===== src/hdl/serial_pkg.sv =====
// shared constants and types of the async serial transceiver
package serial_pkg;

  // ----------------------------------------------------------------
  // bus and register map
  // ----------------------------------------------------------------
  localparam int ADR_W = 8;
  localparam logic [7:0] OFS_CTRL = 8'h00;
  localparam logic [7:0] OFS_STATUS = 8'h04;
  localparam logic [7:0] OFS_TXBUF = 8'h08;
  localparam logic [7:0] OFS_RXBUF = 8'h0c;

  // serial_ctrl_one field positions
  localparam int C_TXE = 0;
  localparam int C_RXE = 1;
  localparam int C_TX_STOP_LEN_SEL = 2;
  localparam int C_EVEN = 3;
  localparam int C_PE = 4;
  localparam int C_BRG = 5;
  localparam int C_RXSTOP = 8;
  localparam logic [8:0] CTRL_RESET = 9'h000;

  // serial_status_reg field positions
  localparam int S_TX_BUF_EMPTY_FLAG = 2;
  localparam int S_TX_DONE_FLAG = 3;
  localparam int S_RBFL = 4;
  localparam int S_OERR = 5;
  localparam int S_FRAMING_FLAG = 6;
  localparam int S_PERR = 7;

  // ----------------------------------------------------------------
  // timing
  // ----------------------------------------------------------------
  localparam int CLK_HZ = 200_000_000;
  localparam int BASE_DIV = 13;
  localparam int FAST_DIV = 96;
  localparam logic [2:0] BRG_TIMER = 3'h6;
  localparam logic [2:0] BRG_FAST = 3'h7;
  localparam logic [3:0] RT_A = 4'h7;
  localparam logic [3:0] RT_B = 4'h8;
  localparam logic [3:0] RT_C = 4'h9;
  localparam logic [3:0] RT_LAST = 4'hf;
  localparam logic [3:0] FRAME_BASE = 4'ha;

  // ----------------------------------------------------------------
  // types
  // ----------------------------------------------------------------
  typedef struct packed {
    logic cyc;
    logic stb;
    logic we;
    logic [ADR_W-1:0] adr;
    logic [3:0] sel;
    logic [31:0] dat;
  } wb_req_s;

  typedef struct packed {
    logic ack;
    logic [31:0] dat;
  } wb_rsp_s;

  typedef enum logic [1:0] {
    TX_IDLE = 2'b01,
    TX_RUN = 2'b10
  } tx_st_e;

  typedef enum logic [1:0] {
    RX_HUNT = 2'b01,
    RX_BITS = 2'b10
  } rx_st_e;

endpackage : serial_pkg


===== src/hdl/rate_tick.sv =====
// sub-bit tick generator for the serial transceiver
`timescale 1ns/1ps
module rate_tick
  import serial_pkg::*;
#(
  parameter int BASE = BASE_DIV,
  parameter int FAST = FAST_DIV
) (
  // clock and reset
  input wire logic clk,
  input wire logic rst,
  // rate selection
  input wire logic [2:0] rate_select_field,
  input wire logic timer_rate_irq,
  // sixteen ticks per bit
  output logic tick
);

  typedef struct packed {
    logic [11:0] cnt;
    logic tick;
  } st_s;

  st_s st;
  st_s next_st;
  logic [11:0] div;

  // ----------------------------------------------------------------
  // divider
  // ----------------------------------------------------------------
  always_comb begin
    next_st = st;
    next_st.tick = 1'b0;
    if (rate_select_field == BRG_FAST) begin
      div = 12'(FAST);
    end else begin
      div = 12'(BASE) << rate_select_field;
    end
    // timer pulses act as the tick directly
    if (rate_select_field == BRG_TIMER) begin
      next_st.cnt = 12'h000;
      next_st.tick = timer_rate_irq;
    end else if (st.cnt >= div - 12'h001) begin
      next_st.cnt = 12'h000;
      next_st.tick = 1'b1;
    end else begin
      next_st.cnt = st.cnt + 12'h001;
    end
  end

  always_ff @(posedge clk) begin
    if (rst) begin
      st <= '0;
    end else begin
      st <= next_st;
    end
  end

  assign tick = st.tick;

endmodule : rate_tick


===== src/hdl/async_serial_transceiver.sv =====
// full-duplex async serial transceiver with wishbone registers
`timescale 1ns/1ps
module async_serial_transceiver
  import serial_pkg::*;
#(
  parameter int BASE = BASE_DIV,
  parameter int FAST = FAST_DIV
) (
  // clock and reset
  input wire logic clk,
  input wire logic rst,
  // wishbone slave
  input wb_req_s wb_req,
  output wb_rsp_s wb_rsp,
  // serial lines
  input wire logic rxd,
  output logic txd,
  // timer rate source and interrupts
  input wire logic timer_rate_irq,
  output logic tx_irq,
  output logic rx_irq
);

  // ----------------------------------------------------------------
  // state
  // ----------------------------------------------------------------
  typedef struct packed {
    logic [8:0] ctrl;
    logic tx_buf_empty_flag;
    logic tx_done_flag;
    logic rbfl;
    logic oerr;
    logic framing_flag;
    logic perr;
    logic tx_arm;
    logic rx_arm;
    logic oerr_seen;
    logic [7:0] tx_buf;
    logic tx_full;
    tx_st_e tx_st;
    logic [10:0] tx_sh;
    logic [3:0] tx_left;
    logic [3:0] tx_sub;
    logic txd;
    logic tx_irq;
    rx_st_e rx_st;
    logic [3:0] rx_sub;
    logic [3:0] rx_idx;
    logic [7:0] rx_sh;
    logic s_a;
    logic s_b;
    logic rx_perr;
    logic rx_framing_flag;
    logic [7:0] rx_buf;
    logic rx_irq;
    logic ack;
    logic [31:0] dat;
    logic rxd_m;
    logic rxd_s;
  } st_s;

  st_s st;
  st_s next_st;
  logic tick;
  logic req;
  logic bit_v;
  logic [3:0] sub_n;
  logic [3:0] last_idx;
  logic [3:0] first_stop;
  logic par_exp;
  logic [3:0] tx_len;

  // ----------------------------------------------------------------
  // shared rate generator
  // ----------------------------------------------------------------
  // one tick source feeds both directions
  rate_tick #(
    .BASE(BASE),
    .FAST(FAST)
  ) u_tick (
    .clk(clk),
    .rst(rst),
    .rate_select_field(st.ctrl[C_BRG+:3]),
    .timer_rate_irq(timer_rate_irq),
    .tick(tick)
  );

  // ----------------------------------------------------------------
  // next state
  // ----------------------------------------------------------------
  always_comb begin
    next_st = st;
    next_st.tx_irq = 1'b0;
    next_st.rx_irq = 1'b0;
    next_st.ack = 1'b0;
    next_st.dat = 32'h0000_0000;
    bit_v = 1'b0;

    // two-stage line synchroniser
    next_st.rxd_m = rxd;
    next_st.rxd_s = st.rxd_m;

    // frame geometry from the shared configuration
    first_stop = 4'h9 + {3'h0, st.ctrl[C_PE]};
    last_idx = first_stop + {3'h0, st.ctrl[C_RXSTOP]};
    tx_len = FRAME_BASE + {3'h0, st.ctrl[C_PE]}
           + {3'h0, st.ctrl[C_TX_STOP_LEN_SEL]};
    par_exp = (^st.rx_sh) ^ ~st.ctrl[C_EVEN];
    sub_n = st.rx_sub + 4'h1;

    // --------------------------------------------------------------
    // bus access: answered one cycle after the request
    // --------------------------------------------------------------
    req = wb_req.cyc && wb_req.stb && !st.ack;
    if (req) begin
      next_st.ack = 1'b1;
      if (wb_req.we) begin
        unique case (wb_req.adr)
          OFS_CTRL: begin
            if (wb_req.sel[0]) begin
              next_st.ctrl[7:0] = wb_req.dat[7:0];
            end
            if (wb_req.sel[1]) begin
              next_st.ctrl[C_RXSTOP] = wb_req.dat[C_RXSTOP];
            end
          end
          OFS_TXBUF: begin
            // unarmed or disabled writes are dropped silently
            if (wb_req.sel[0] && st.tx_arm
                && st.ctrl[C_TXE]) begin
              next_st.tx_buf = wb_req.dat[7:0];
              next_st.tx_full = 1'b1;
              next_st.tx_buf_empty_flag = 1'b0;
              next_st.tx_arm = 1'b0;
            end
          end
          default: begin
          end
        endcase
      end else begin
        unique case (wb_req.adr)
          OFS_CTRL: begin
            next_st.dat = {23'h00_0000, st.ctrl};
          end
          OFS_STATUS: begin
            next_st.dat[S_TX_BUF_EMPTY_FLAG] = st.tx_buf_empty_flag;
            next_st.dat[S_TX_DONE_FLAG] = st.tx_done_flag;
            next_st.dat[S_RBFL] = st.rbfl;
            next_st.dat[S_OERR] = st.oerr;
            next_st.dat[S_FRAMING_FLAG] = st.framing_flag;
            next_st.dat[S_PERR] = st.perr;
            next_st.tx_arm = 1'b1;
            next_st.rx_arm = 1'b1;
            next_st.oerr_seen = st.oerr;
          end
          OFS_RXBUF: begin
            next_st.dat = {24'h00_0000, st.rx_buf};
            if (st.rx_arm) begin
              next_st.rbfl = 1'b0;
              next_st.perr = 1'b0;
              next_st.framing_flag = 1'b0;
              // only an overrun seen at the status read clears
              if (st.oerr_seen) begin
                next_st.oerr = 1'b0;
              end
              next_st.rx_arm = 1'b0;
              next_st.oerr_seen = 1'b0;
            end
          end
          default: begin
          end
        endcase
      end
    end

    // --------------------------------------------------------------
    // transmitter
    // --------------------------------------------------------------
    unique case (st.tx_st)
      TX_IDLE: begin
        next_st.txd = 1'b1;
        if (tick && st.tx_full && st.ctrl[C_TXE]) begin
          next_st.tx_st = TX_RUN;
          next_st.txd = 1'b0;
          // stop, parity or stop, data; start already out
          next_st.tx_sh = {2'b11,
            st.ctrl[C_PE] ? ((^st.tx_buf) ^ ~st.ctrl[C_EVEN])
                          : 1'b1,
            st.tx_buf};
          next_st.tx_left = tx_len - 4'h1;
          next_st.tx_sub = 4'h0;
          // a byte written in this very cycle stays queued
          next_st.tx_full = st.tx_arm && !next_st.tx_arm;
          next_st.tx_buf_empty_flag = 1'b1;
          next_st.tx_irq = 1'b1;
          next_st.tx_done_flag = 1'b0;
        end
      end
      TX_RUN: begin
        if (tick) begin
          next_st.tx_sub = st.tx_sub + 4'h1;
          if (st.tx_sub == RT_LAST) begin
            if (st.tx_left == 4'h0) begin
              next_st.tx_st = TX_IDLE;
              next_st.txd = 1'b1;
              if (!st.tx_full) begin
                next_st.tx_done_flag = 1'b1;
              end
            end else begin
              next_st.txd = st.tx_sh[0];
              next_st.tx_sh = {1'b1, st.tx_sh[10:1]};
              next_st.tx_left = st.tx_left - 4'h1;
            end
          end
        end
      end
      default: begin
        next_st.tx_st = TX_IDLE;
        next_st.txd = 1'b1;
      end
    endcase

    // --------------------------------------------------------------
    // receiver
    // --------------------------------------------------------------
    unique case (st.rx_st)
      RX_HUNT: begin
        // enable and overrun only gate a new frame
        if (tick && !st.rxd_s && st.ctrl[C_RXE]
            && !st.oerr) begin
          next_st.rx_st = RX_BITS;
          next_st.rx_sub = 4'h0;
          next_st.rx_idx = 4'h0;
          next_st.rx_perr = 1'b0;
          next_st.rx_framing_flag = 1'b0;
        end
      end
      RX_BITS: begin
        if (tick) begin
          next_st.rx_sub = sub_n;
          if (sub_n == 4'h0) begin
            next_st.rx_idx = st.rx_idx + 4'h1;
          end
          if (sub_n == RT_A) begin
            next_st.s_a = st.rxd_s;
          end
          if (sub_n == RT_B) begin
            next_st.s_b = st.rxd_s;
          end
          if (sub_n == RT_C) begin
            bit_v = (st.s_a & st.s_b) | (st.s_a & st.rxd_s)
                  | (st.s_b & st.rxd_s);
            if (st.rx_idx == 4'h0) begin
              // a start that votes high was only a glitch
              if (bit_v) begin
                next_st.rx_st = RX_HUNT;
              end
            end else if (st.rx_idx <= 4'h8) begin
              next_st.rx_sh = {bit_v, st.rx_sh[7:1]};
            end else if (st.rx_idx < first_stop) begin
              if (bit_v != par_exp) begin
                next_st.rx_perr = 1'b1;
              end
            end else begin
              if (!bit_v) begin
                next_st.rx_framing_flag = 1'b1;
              end
            end
            if (st.rx_idx == last_idx) begin
              // frame ends at mid stop bit, ready for next edge
              next_st.rx_st = RX_HUNT;
              next_st.rx_irq = 1'b1;
              if (st.rbfl) begin
                next_st.oerr = 1'b1;
              end else begin
                next_st.rx_buf = st.rx_sh;
                next_st.rbfl = 1'b1;
                next_st.perr = st.rx_perr;
                next_st.framing_flag = st.rx_framing_flag | !bit_v;
              end
            end
          end
        end
      end
      default: begin
        next_st.rx_st = RX_HUNT;
      end
    endcase
  end

  // ----------------------------------------------------------------
  // registers
  // ----------------------------------------------------------------
  always_ff @(posedge clk) begin
    if (rst) begin
      st <= '0;
      st.ctrl <= CTRL_RESET;
      st.tx_buf_empty_flag <= 1'b1;
      st.tx_done_flag <= 1'b1;
      st.tx_st <= TX_IDLE;
      st.rx_st <= RX_HUNT;
      st.txd <= 1'b1;
      st.rxd_m <= 1'b1;
      st.rxd_s <= 1'b1;
    end else begin
      st <= next_st;
    end
  end

  // ----------------------------------------------------------------
  // outputs
  // ----------------------------------------------------------------
  assign wb_rsp.ack = st.ack;
  assign wb_rsp.dat = st.dat;
  assign txd = st.txd;
  assign tx_irq = st.tx_irq;
  assign rx_irq = st.rx_irq;

endmodule : async_serial_transceiver


===== config.mk =====
export PLATFORM = sky130hd
export DESIGN_NAME = async_serial_transceiver
export DESIGN_NICKNAME = d
export VERILOG_FILES = /design/src/hdl/serial_pkg.sv /design/src/hdl/rate_tick.sv /design/src/hdl/async_serial_transceiver.sv
export SDC_FILE = /design/constraint.sdc
export NUM_CORES = 1
export LEC_CHECK = 0
export BUFFER_PORTS_ARGS = -buffer_cell sky130_fd_sc_hd__buf_2
export CAP_MARGIN = 40
export CELL_PAD_IN_SITES_DETAIL_PLACEMENT = 2
export CELL_PAD_IN_SITES_GLOBAL_PLACEMENT = 2
export CORE_MARGIN = 5
export CORE_UTILIZATION = 31
export CTS_BUF_LIST = sky130_fd_sc_hd__clkbuf_16
export CTS_CLUSTER_DIAMETER = 50
export DETAILED_ROUTE_END_ITERATION = 10
export PLACE_DENSITY = 0.84
export SETUP_SLACK_MARGIN = 0.15
export SYNTH_ARGS = -nofsm -noshare
export SYNTH_HDL_FRONTEND = slang
export SYNTH_HIERARCHICAL = 1
export SYNTH_SLANG_ARGS = --single-unit

===== constraint.sdc =====
create_clock -name clk -period 2.5 [get_ports clk]
set_input_delay 0.125 -clock clk [delete_from_list [all_inputs] [get_ports clk]]
set_output_delay 0.125 -clock clk [all_outputs]
set_load 0.02 [all_outputs]

# ---- Yosys cells after proc, flatten, opt, wreduce, memory -nomap -nowiden
# Cells that the tools add are included.
dict set report op_classes {
  mux 78
  addsub 11
  multipliers 0
  magnitude_cmp 3
  bitwise_logic 18
  div 0
  reduce_logical 48
  shift 1
  n_eq_ne 34
}
# operator count
set op_table {}
lappend op_table {{two-way mux 9 bit} 5}
lappend op_table {{case mux 19 bit (2 select lines)} 1}
lappend op_table {{two-way mux 33 bit} 1}
lappend op_table {{two-way mux 4 bit} 8}
lappend op_table {{two-way mux 8 bit} 4}
lappend op_table {{two-way mux 31 bit} 1}
lappend op_table {{two-way mux 1 bit} 30}
lappend op_table {{!= test 2 bit (second input constant)} 15}
lappend op_table {{two-way mux 24 bit} 1}
lappend op_table {{AND reduction 4 bit} 6}
lappend op_table {{two-way mux 2 bit} 11}
lappend op_table {{two-way mux 22 bit} 1}
lappend op_table {{case mux 2 bit (2 select lines)} 5}
lappend op_table {{AND reduction 5 bit} 4}
lappend op_table {{case mux 6 bit (3 select lines)} 1}
lappend op_table {{two-way mux 17 bit} 1}
lappend op_table {{equality test 8 x 4 -> 1 bit (second input constant)} 2}
lappend op_table {{two-way mux 16 bit} 1}
lappend op_table {{case mux 8 bit (2 select lines)} 1}
lappend op_table {{AND reduction 8 bit} 2}
lappend op_table {{XOR reduction 8 bit} 2}
lappend op_table {{two-way mux 15 bit} 1}
lappend op_table {{AND reduction 3 bit} 5}
lappend op_table {{adder 12 x 1 -> 12 bit (second input constant)} 1}
lappend op_table {{37 further kinds} 83}
dict set report totals {
  out_inout_bits 36
  ramBits 0
  rom_bits 0
  inputBits 51
  latch_bits 0
  n_memories 0
  register_bits 129
}

# ---- Longest topological paths before layout
# Gate-level depths: netlist (run 1).
dict set report logic_depth {
  word_depth 11
  mapped_depth 12
  mapped_depth_nobuf 11
}

# ---- Cells and area by module
# The synthesis (run 1) kept the hierarchy.
# module seq_area_each_um2 cells_each n_inst area_per_inst_um2
set by_module_without_submodules {}
lappend by_module_without_submodules {async_serial_transceiver 1861.8 515 1 4583.1}
lappend by_module_without_submodules {rate_tick 260.2 122 1 1021.0}

# ---- Worst setup path before layout (run 1)
# No wires, ideal clock.
dict set report synth_timing {
  kind {register to register}
  from {register st[112] (netlist name)}
  to {register u_tick/st[10] (netlist name)}
  stages_incl_launch_ff 13
  setup_time_ns 0.064
  setup_slack_ns -0.105
  t_arrival_ns 2.541
  path_buffers 1
  path_cell_list {dfxtp_1 -> inv_1 -> ha_1 -> nor3b_1 -> nand3_1 -> nor3_1 -> a21oi_1 -> ha_1 -> a2111oi_4 -> o211ai_1 -> a211o_1 -> buf_6 -> nor2_1}
}
dict set report synth_between {
  elab_chain_len 5
}
# item line
set synth_rtl {}
lappend synth_rtl {{start: declaration} async_serial_transceiver.sv:62} ;# st_s st;
lappend synth_rtl {{start signal: assignment} async_serial_transceiver.sv:306} ;# st <= next_st;
lappend synth_rtl {{left shift 4 x 3 -> 12 bit or equality test 3 bit (tied branches)} {rate_tick.sv:37, rate_tick.sv:34}}
lappend synth_rtl {{two-way mux 12 bit} rate_tick.sv:34} ;# if (rate_select_field == BRG_FAST) begin
lappend synth_rtl {{subtractor 12 x 1 -> 12 bit} rate_tick.sv:43} ;# end else if (st.cnt >= div - 12'h001) begin
lappend synth_rtl {{>= comparator 12 bit} rate_tick.sv:43}
lappend synth_rtl {{OR reduction 3 bit (no line) (*)} -}
lappend synth_rtl {{end signal: assignment} rate_tick.sv:55} ;# st <= next_st;
lappend synth_rtl {{end: declaration} rate_tick.sv:24} ;# st_s st;
# Mark *: on every way between the ends. The rest lies on a longest branch, timed or not.
# A chain may end at the register's enable or synchronous reset.

# ---- Worst setup path in the final report (run 1)
dict set report layout_timing {
  from {register st[112] (netlist name)}
  to {register u_tick/st[11] (netlist name)}
}
# Same word-level chain as after synthesis.

==> results_dict.tcl, run 1 <==
set metrics [dict create \
    die_area_mm2 0.02087 \
    drc 0 \
    dp_hpwl_um 12080 \
    tightest_slew_ns 0.5056 \
    max-cap-violations 0 \
    nFillCells 2004 \
    core-area_mm2 0.01790 \
    regArea_mm2 0.002130 \
    cts_tree "done" \
    cp_max_fo 11 \
    routed_wl_um 16970 \
    ir_drop_mv 0.3593 \
    track_usage_pct 17.05 \
    final_common_cell "dfxtp_1" \
    drtIter0Drc 167 \
    vias 4649 \
    critical_path_required_ns 2.75 \
    fin_skew_ns 0.006669 \
    layout-drive-gt1-share_pct 18.93 \
    grt_pass1_wl_um 27970 \
    power_uw 3191 \
    max_slew_margin_pct 66.29 \
    endpoint_kind "register" \
    setup_ws_ns -0.2152 \
    antenna_cells 0 \
    nets 768 \
    yosys_warnings 6 \
    synth-edff-count 0 \
    io_pins 87 \
    finalSetupViolations 12 \
    ys_types 68 \
    die_y_um 144.5 \
    port_buffers 38 \
    place_congestion 0.8157 \
    grt_max_degree 44 \
    ys.flop_type "dfxtp_1" \
    htreeDepth 3 \
    ant_nets 0 \
    ys_seq_area_share_pct 37.87 \
    syn_area_mm2 0.005604 \
    cts-root-buf "clkbuf_16" \
    area_delta_synth_final_pct 15.61 \
    synth-async-reset-ratio_pct 0 \
    multi_input_area_mm2 0.003177 \
    cts.sinks 106 \
    fmax_mhz 368.3 \
    violations "negative setup slack" \
    die_w_um 144.5 \
    hold_viol 0 \
    dr.pass1.iters 4 \
    viasPerCell 5.048 \
    wl_per_cell_um 18.42 \
    clockBufferDepth 2 \
    yosys.area.top_type "dfxtp_1" \
    grt_pass1_vias 5167 \
    powerDensity_mw_per_mm2 492.6 \
    synth_area_leaders "dfxtp_1 38%, nor2_1 6.8%, ha_1 6.7%" \
    rsz0062_at_grt "yes" \
    syn_avg_cell_area_um2 8.798 \
    insertion_delay_ns 0.36 \
    grt-ovfl-total 0 \
    status "complete, but fails checks" \
    place_inst 898 \
    arrival_ns 2.97 \
    syn_inst 637 \
    num_rows 49 \
    fin_crit_ns 2.715 \
    fin_cells 921 \
    final_cell_mix "104 x dfxtp_1, 101 x nor2_1, 39 x nand2_1" \
    cts-buffers-inserted 9 \
    clkTransAtPathRegs_ns 0.07 \
    critPathKind "reg2reg" \
    antenna_found_initial 0 \
    synth_top_area_share_pct 37.87 \
    synth-seq-cells 106 \
    start_util_pct 31.30 \
    period_share_pct 108.6 \
    p_leak_uw 0.002618 \
    slew_viol_final 0 \
    hp-class "in2reg" \
    start_kind "register" \
]
[final timing paths]
| check | start | end | slack, ns | cells past startpoint |
|---|---|---|---|---|
| worst max register to register | st[112] | u_tick/st[11] | -0.22 | 12 |
| worst min register to register | next_st[0] | st[0] | 0.42 | 1 |
| worst min-delay path | wb_req[8] | st[115] | 0.03 | 3 |
| worst max-delay path | st[112] | u_tick/st[11] | -0.22 | 12 |
[metrics by stage]
step / area [µm²] / TNS (ns) / util, % / hold WS (ns) / setup slack [ns]
2_1_floorplan: 5742 / 0 / - / 0.1978 / 0.1709
3_3_place_gp: 6081 / 0 / 33.97 / 0.3283 / 0.03854
3_5_place_dp: 6081 / -3.496 / 33.97 / 0.3315 / -0.2971
4_1_cts: 6460 / -1.375 / 36.08 / 0.008807 / -0.1332
5_1_grt: 6479 / -3.782 / 36.19 / 0.05036 / -0.3247
6_report: 6479 / -2.461 / 36.19 / 0.03026 / -0.2152
[area by class of cell]
type                            count  area share [%]
Clock buffer                        9           3.476
Clock inverter                      7          0.6952
Inverter                           28           1.738
Multi-Input combinational cell    466           49.03
Sequential cell                   106           32.87
Tap cell                          229           4.423
Timing Repair Buffer               76           7.764
[what timing repair did]
| item | 4_1_cts | 5_1_grt |
|---|---|---|
| pin swaps | 8 | 2 |
| buffers inserted | 5 | 1 |
| endpoints found under the hold margin | 1 | 0 |
| gates resized for setup | 10 | 5 |
| endpoints found under the setup margin | 12 | 16 |
| hold buffers | 1 | 0 |
[cell usage after synthesis (all sizes together), types with 3 or more instances]
| library cell | n |
|---|---|
| nand2 | 40 |
| nor3b | 5 |
| inv | 28 |
| nor2 | 102 |
| xnor2 | 24 |
| nor4 | 5 |
| a211oi | 16 |
| and2 | 3 |
| or4 | 3 |
| nor2b | 5 |
| mux2i | 36 |
| nand4b | 3 |
| clkbuf | 18 |
| nor3 | 20 |
| a21oi | 28 |
| nand4 | 9 |
| and3 | 3 |
| o31ai | 3 |
| xor2 | 16 |
| ha | 30 |
| o21ai | 16 |
| mux2 | 7 |
| a311oi | 3 |
| nand3 | 17 |
| buf | 41 |
| nand2b | 4 |
| or2 | 4 |
| a22oi | 7 |
| dfxtp | 106 |
[kinds of logic after synthesis]
kind of cell	share of synthesized area [%]
AO/OA/AOI/OAI	11.57
XOR/XNOR	6.385
other	0.1340
buffers and inverters	8.707
adder cells (fa/ha/maj)	6.877
flip-flops	37.87
multiplexers	7.837
AND/OR/NAND/NOR	20.63
[layer usage]
metal	vias up	share of wire, %	global-route usage [%]	wire [µm]
met1	2342	43	20.21	7249
met4	0	1.2	4.369	208
met3	15	2.4	3.472	404
met5	-	0	0	0
met2	50	54	31.29	9105
li1	2242	-	-	-
[power breakdown]
group	switching [µW]	internal, µW	total [µW]
Combinational	103	39.6	142
Sequential	5.55	1690	1700
Clock	680	674	1350
Total	788	2400	3190
[state kept, by name, indices dropped and copies added, names as in the netlist]
register / cells
next_st: 1
rx_irq: 1
st: 79
tx_irq: 1
txd: 1
u_tick/st: 12
u_tick/tick: 1
wb_rsp: 10
[critical path, stage by stage, from the launching register on]
cell and delay [ns]:
dfxtp_4 0.40, inv_6 0.06, ha_4 0.18, nor3b_4 0.24, nor3b_2 0.22, xnor2_1 0.17
mux2i_2 0.13, ha_1 0.35, nand4bb_1 0.16, nor3_2 0.27, a211o_1 0.23, buf_12 0.14
nor2_1 0.05
Power figures use the tool's default switching activity.
==> inputs of run 2 (changes only) <==
--- a/config.mk
+++ b/config.mk
@@ -15,7 +15,7 @@
 export CTS_CLUSTER_DIAMETER = 50
 export DETAILED_ROUTE_END_ITERATION = 10
 export PLACE_DENSITY = 0.84
-export SETUP_SLACK_MARGIN = 0.15
+export SETUP_SLACK_MARGIN = 0.3
 export SYNTH_ARGS = -nofsm -noshare
 export SYNTH_HDL_FRONTEND = slang
 export SYNTH_HIERARCHICAL = 1
==> run 2 against run 1 <==
Compared with the run above:
- the flow still finishes with violations (negative setup slack)
- cell count is 0.76% lower
- hold slack better by 0.0028 ns
- maximum frequency is 3.8% higher
- critical path type unchanged
==> results_dict.tcl, run 2 (synthesis gave the netlist of run 1 again) <==
set metrics [dict create \
    htreeDepth 3 \
    place_congestion 0.7850 \
    max_slew_margin_pct 57.57 \
    clkTransAtPathRegs_ns 0.07 \
    endpoint_kind "register" \
    violations "negative setup slack" \
    wl_per_cell_um 19.07 \
    critPathKind "reg2reg" \
    nFillCells 2023 \
    port_buffers 38 \
    antenna_found_initial 0 \
    timing.hold.ws_ns 0.03309 \
    hp-class "in2reg" \
    insertion_delay_ns 0.36 \
    regMostFlops "st" \
    track_usage_pct 17.04 \
    grt-ovfl-total 0 \
    clockBufferDepth 2 \
    cp_max_fo 6 \
    routed_wl_um 17430 \
    die_y_um 144.5 \
    grt_pass1_wl_um 27790 \
    hold_viol 0 \
    dp_hpwl_um 12290 \
    cts.sinks 106 \
    dr.pass1.iters 4 \
    fin_skew_ns 0.005861 \
    final_cell_mix "101 x dfxtp_1, 97 x nor2_1, 38 x nand2_1, 38 x buf_2, 36 x mux2i_1" \
    status "complete, but fails checks" \
    start_util_pct 31.30 \
    tightest_slew_ns 0.6322 \
    slew_viol_final 0 \
    rrSetupSlack_ns -0.11 \
    dp_slack_ns -0.2439 \
    vias 4615 \
    io_pins 87 \
    antenna_cells 0 \
    ir_drop_mv 0.3417 \
    drtIter0Drc 161 \
    core-area_mm2 0.01790 \
    cts-root-buf "clkbuf_16" \
    fmax_mhz 382.4 \
    rsz0062_at_grt "yes" \
    nets 761 \
    grt_pass1_vias 5234 \
    period_share_pct 104.6 \
    critical_path_required_ns 2.80 \
    final_common_cell "dfxtp_1" \
    drc 0 \
    powerDensity_mw_per_mm2 515.6 \
    die_area_mm2 0.02087 \
    viasPerCell 5.049 \
    largest_register_ffs 79 \
    fin_crit_ns 2.615 \
    area_delta_synth_final_pct 17.33 \
    arrival_ns 2.92 \
    finalSetupViolations 12 \
    die_w_um 144.5 \
    num_rows 49 \
    layout-drive-gt1-share_pct 21.31 \
    postLayoutCoreUtil_pct 36.73 \
    setup_ws_ns -0.1148 \
    fin_cells 914 \
    start_kind "register" \
    ant_nets 0 \
    cts-buffers-inserted 9 \
    grt_max_degree 54 \
    place_inst 890 \
    cts_tree "done" \
    max-cap-violations 0 \
    p_leak_uw 0.002597 \
]
-- run 2: changes by cell type in the layout (fill, tap and decap cells not counted), sizes merged --
cell,delta
clkinv,-3
clkinvlp,+1
bufinv,+1
buf,-9
clkbuf,+1
a211o,+1
dlygate4sd3,+1
-- run 2: routing by layer --
layer | GRT usage, % | vias to the layer above | wire (µm)
met5 | 0 | - | 0
met4 | 6.136 | 0 | 369
met3 | 2.745 | 26 | 415
met2 | 31.46 | 66 | 9325
met1 | 19.76 | 2289 | 7317
li1 | - | 2234 | -
-- run 2: stage by stage --
step | cell area (µm²) | power (µW) | setup TNS [ns]
detailed placement | 6068 | 1872 | -2.397
CTS | 6536 | 3432 | -0.8965
finish | 6575 | 3390 | -1.141
floorplan | 5789 | 1849 | 0
global route | 6575 | 3507 | -3.210
global placement | 6068 | 1865 | 0
-- run 2: worst max-delay path, cell delays in order (launching register included) --
cell and delay, ns:
dfxtp_4 0.38, inv_6 0.10, ha_4 0.18, nand2_1 0.11, ha_2 0.22, nor3b_2 0.17, a211oi_1 0.23, ha_1 0.28
nand4_1 0.16, nor3_2 0.07, buf_4 0.15, a211o_4 0.38, nor2_1 0.10
-- run 2: final timing paths --
check,endpoint,from,depth (start not counted)
max,u_tick/st[11],st[112],12
min,st[110],wb_req[3],3
max reg2reg,u_tick/st[11],st[112],12
min reg2reg,st[0],next_st[0],1
-- run 2: what timing repair did --
item	in CTS	in global routing
gates resized for setup	19	12
endpoints found under the setup margin	21	30
hold endpoints to repair	2	0
hold buffers	2	0
pin swaps	19	3
cloned	1	0
setup buffers	5	0
-- run 2: cell type report --
type | instances | area, µm² | area share [%]
sequential | 106 | 2133 | 32.45
multi-input combinational | 467 | 3277 | 49.84
tap | 229 | 286.5 | 4.358
clock buffer | 10 | 250.2 | 3.806
clock inverter | 6 | 70.07 | 1.066
timing repair buffer | 68 | 445.4 | 6.774
inverter | 28 | 112.6 | 1.713
-- run 2: power breakdown --
group	internal [µW]	total, µW	switching, µW
clock network	847	1550	701
logic	41.5	146	105
registers	1690	1700	6.24
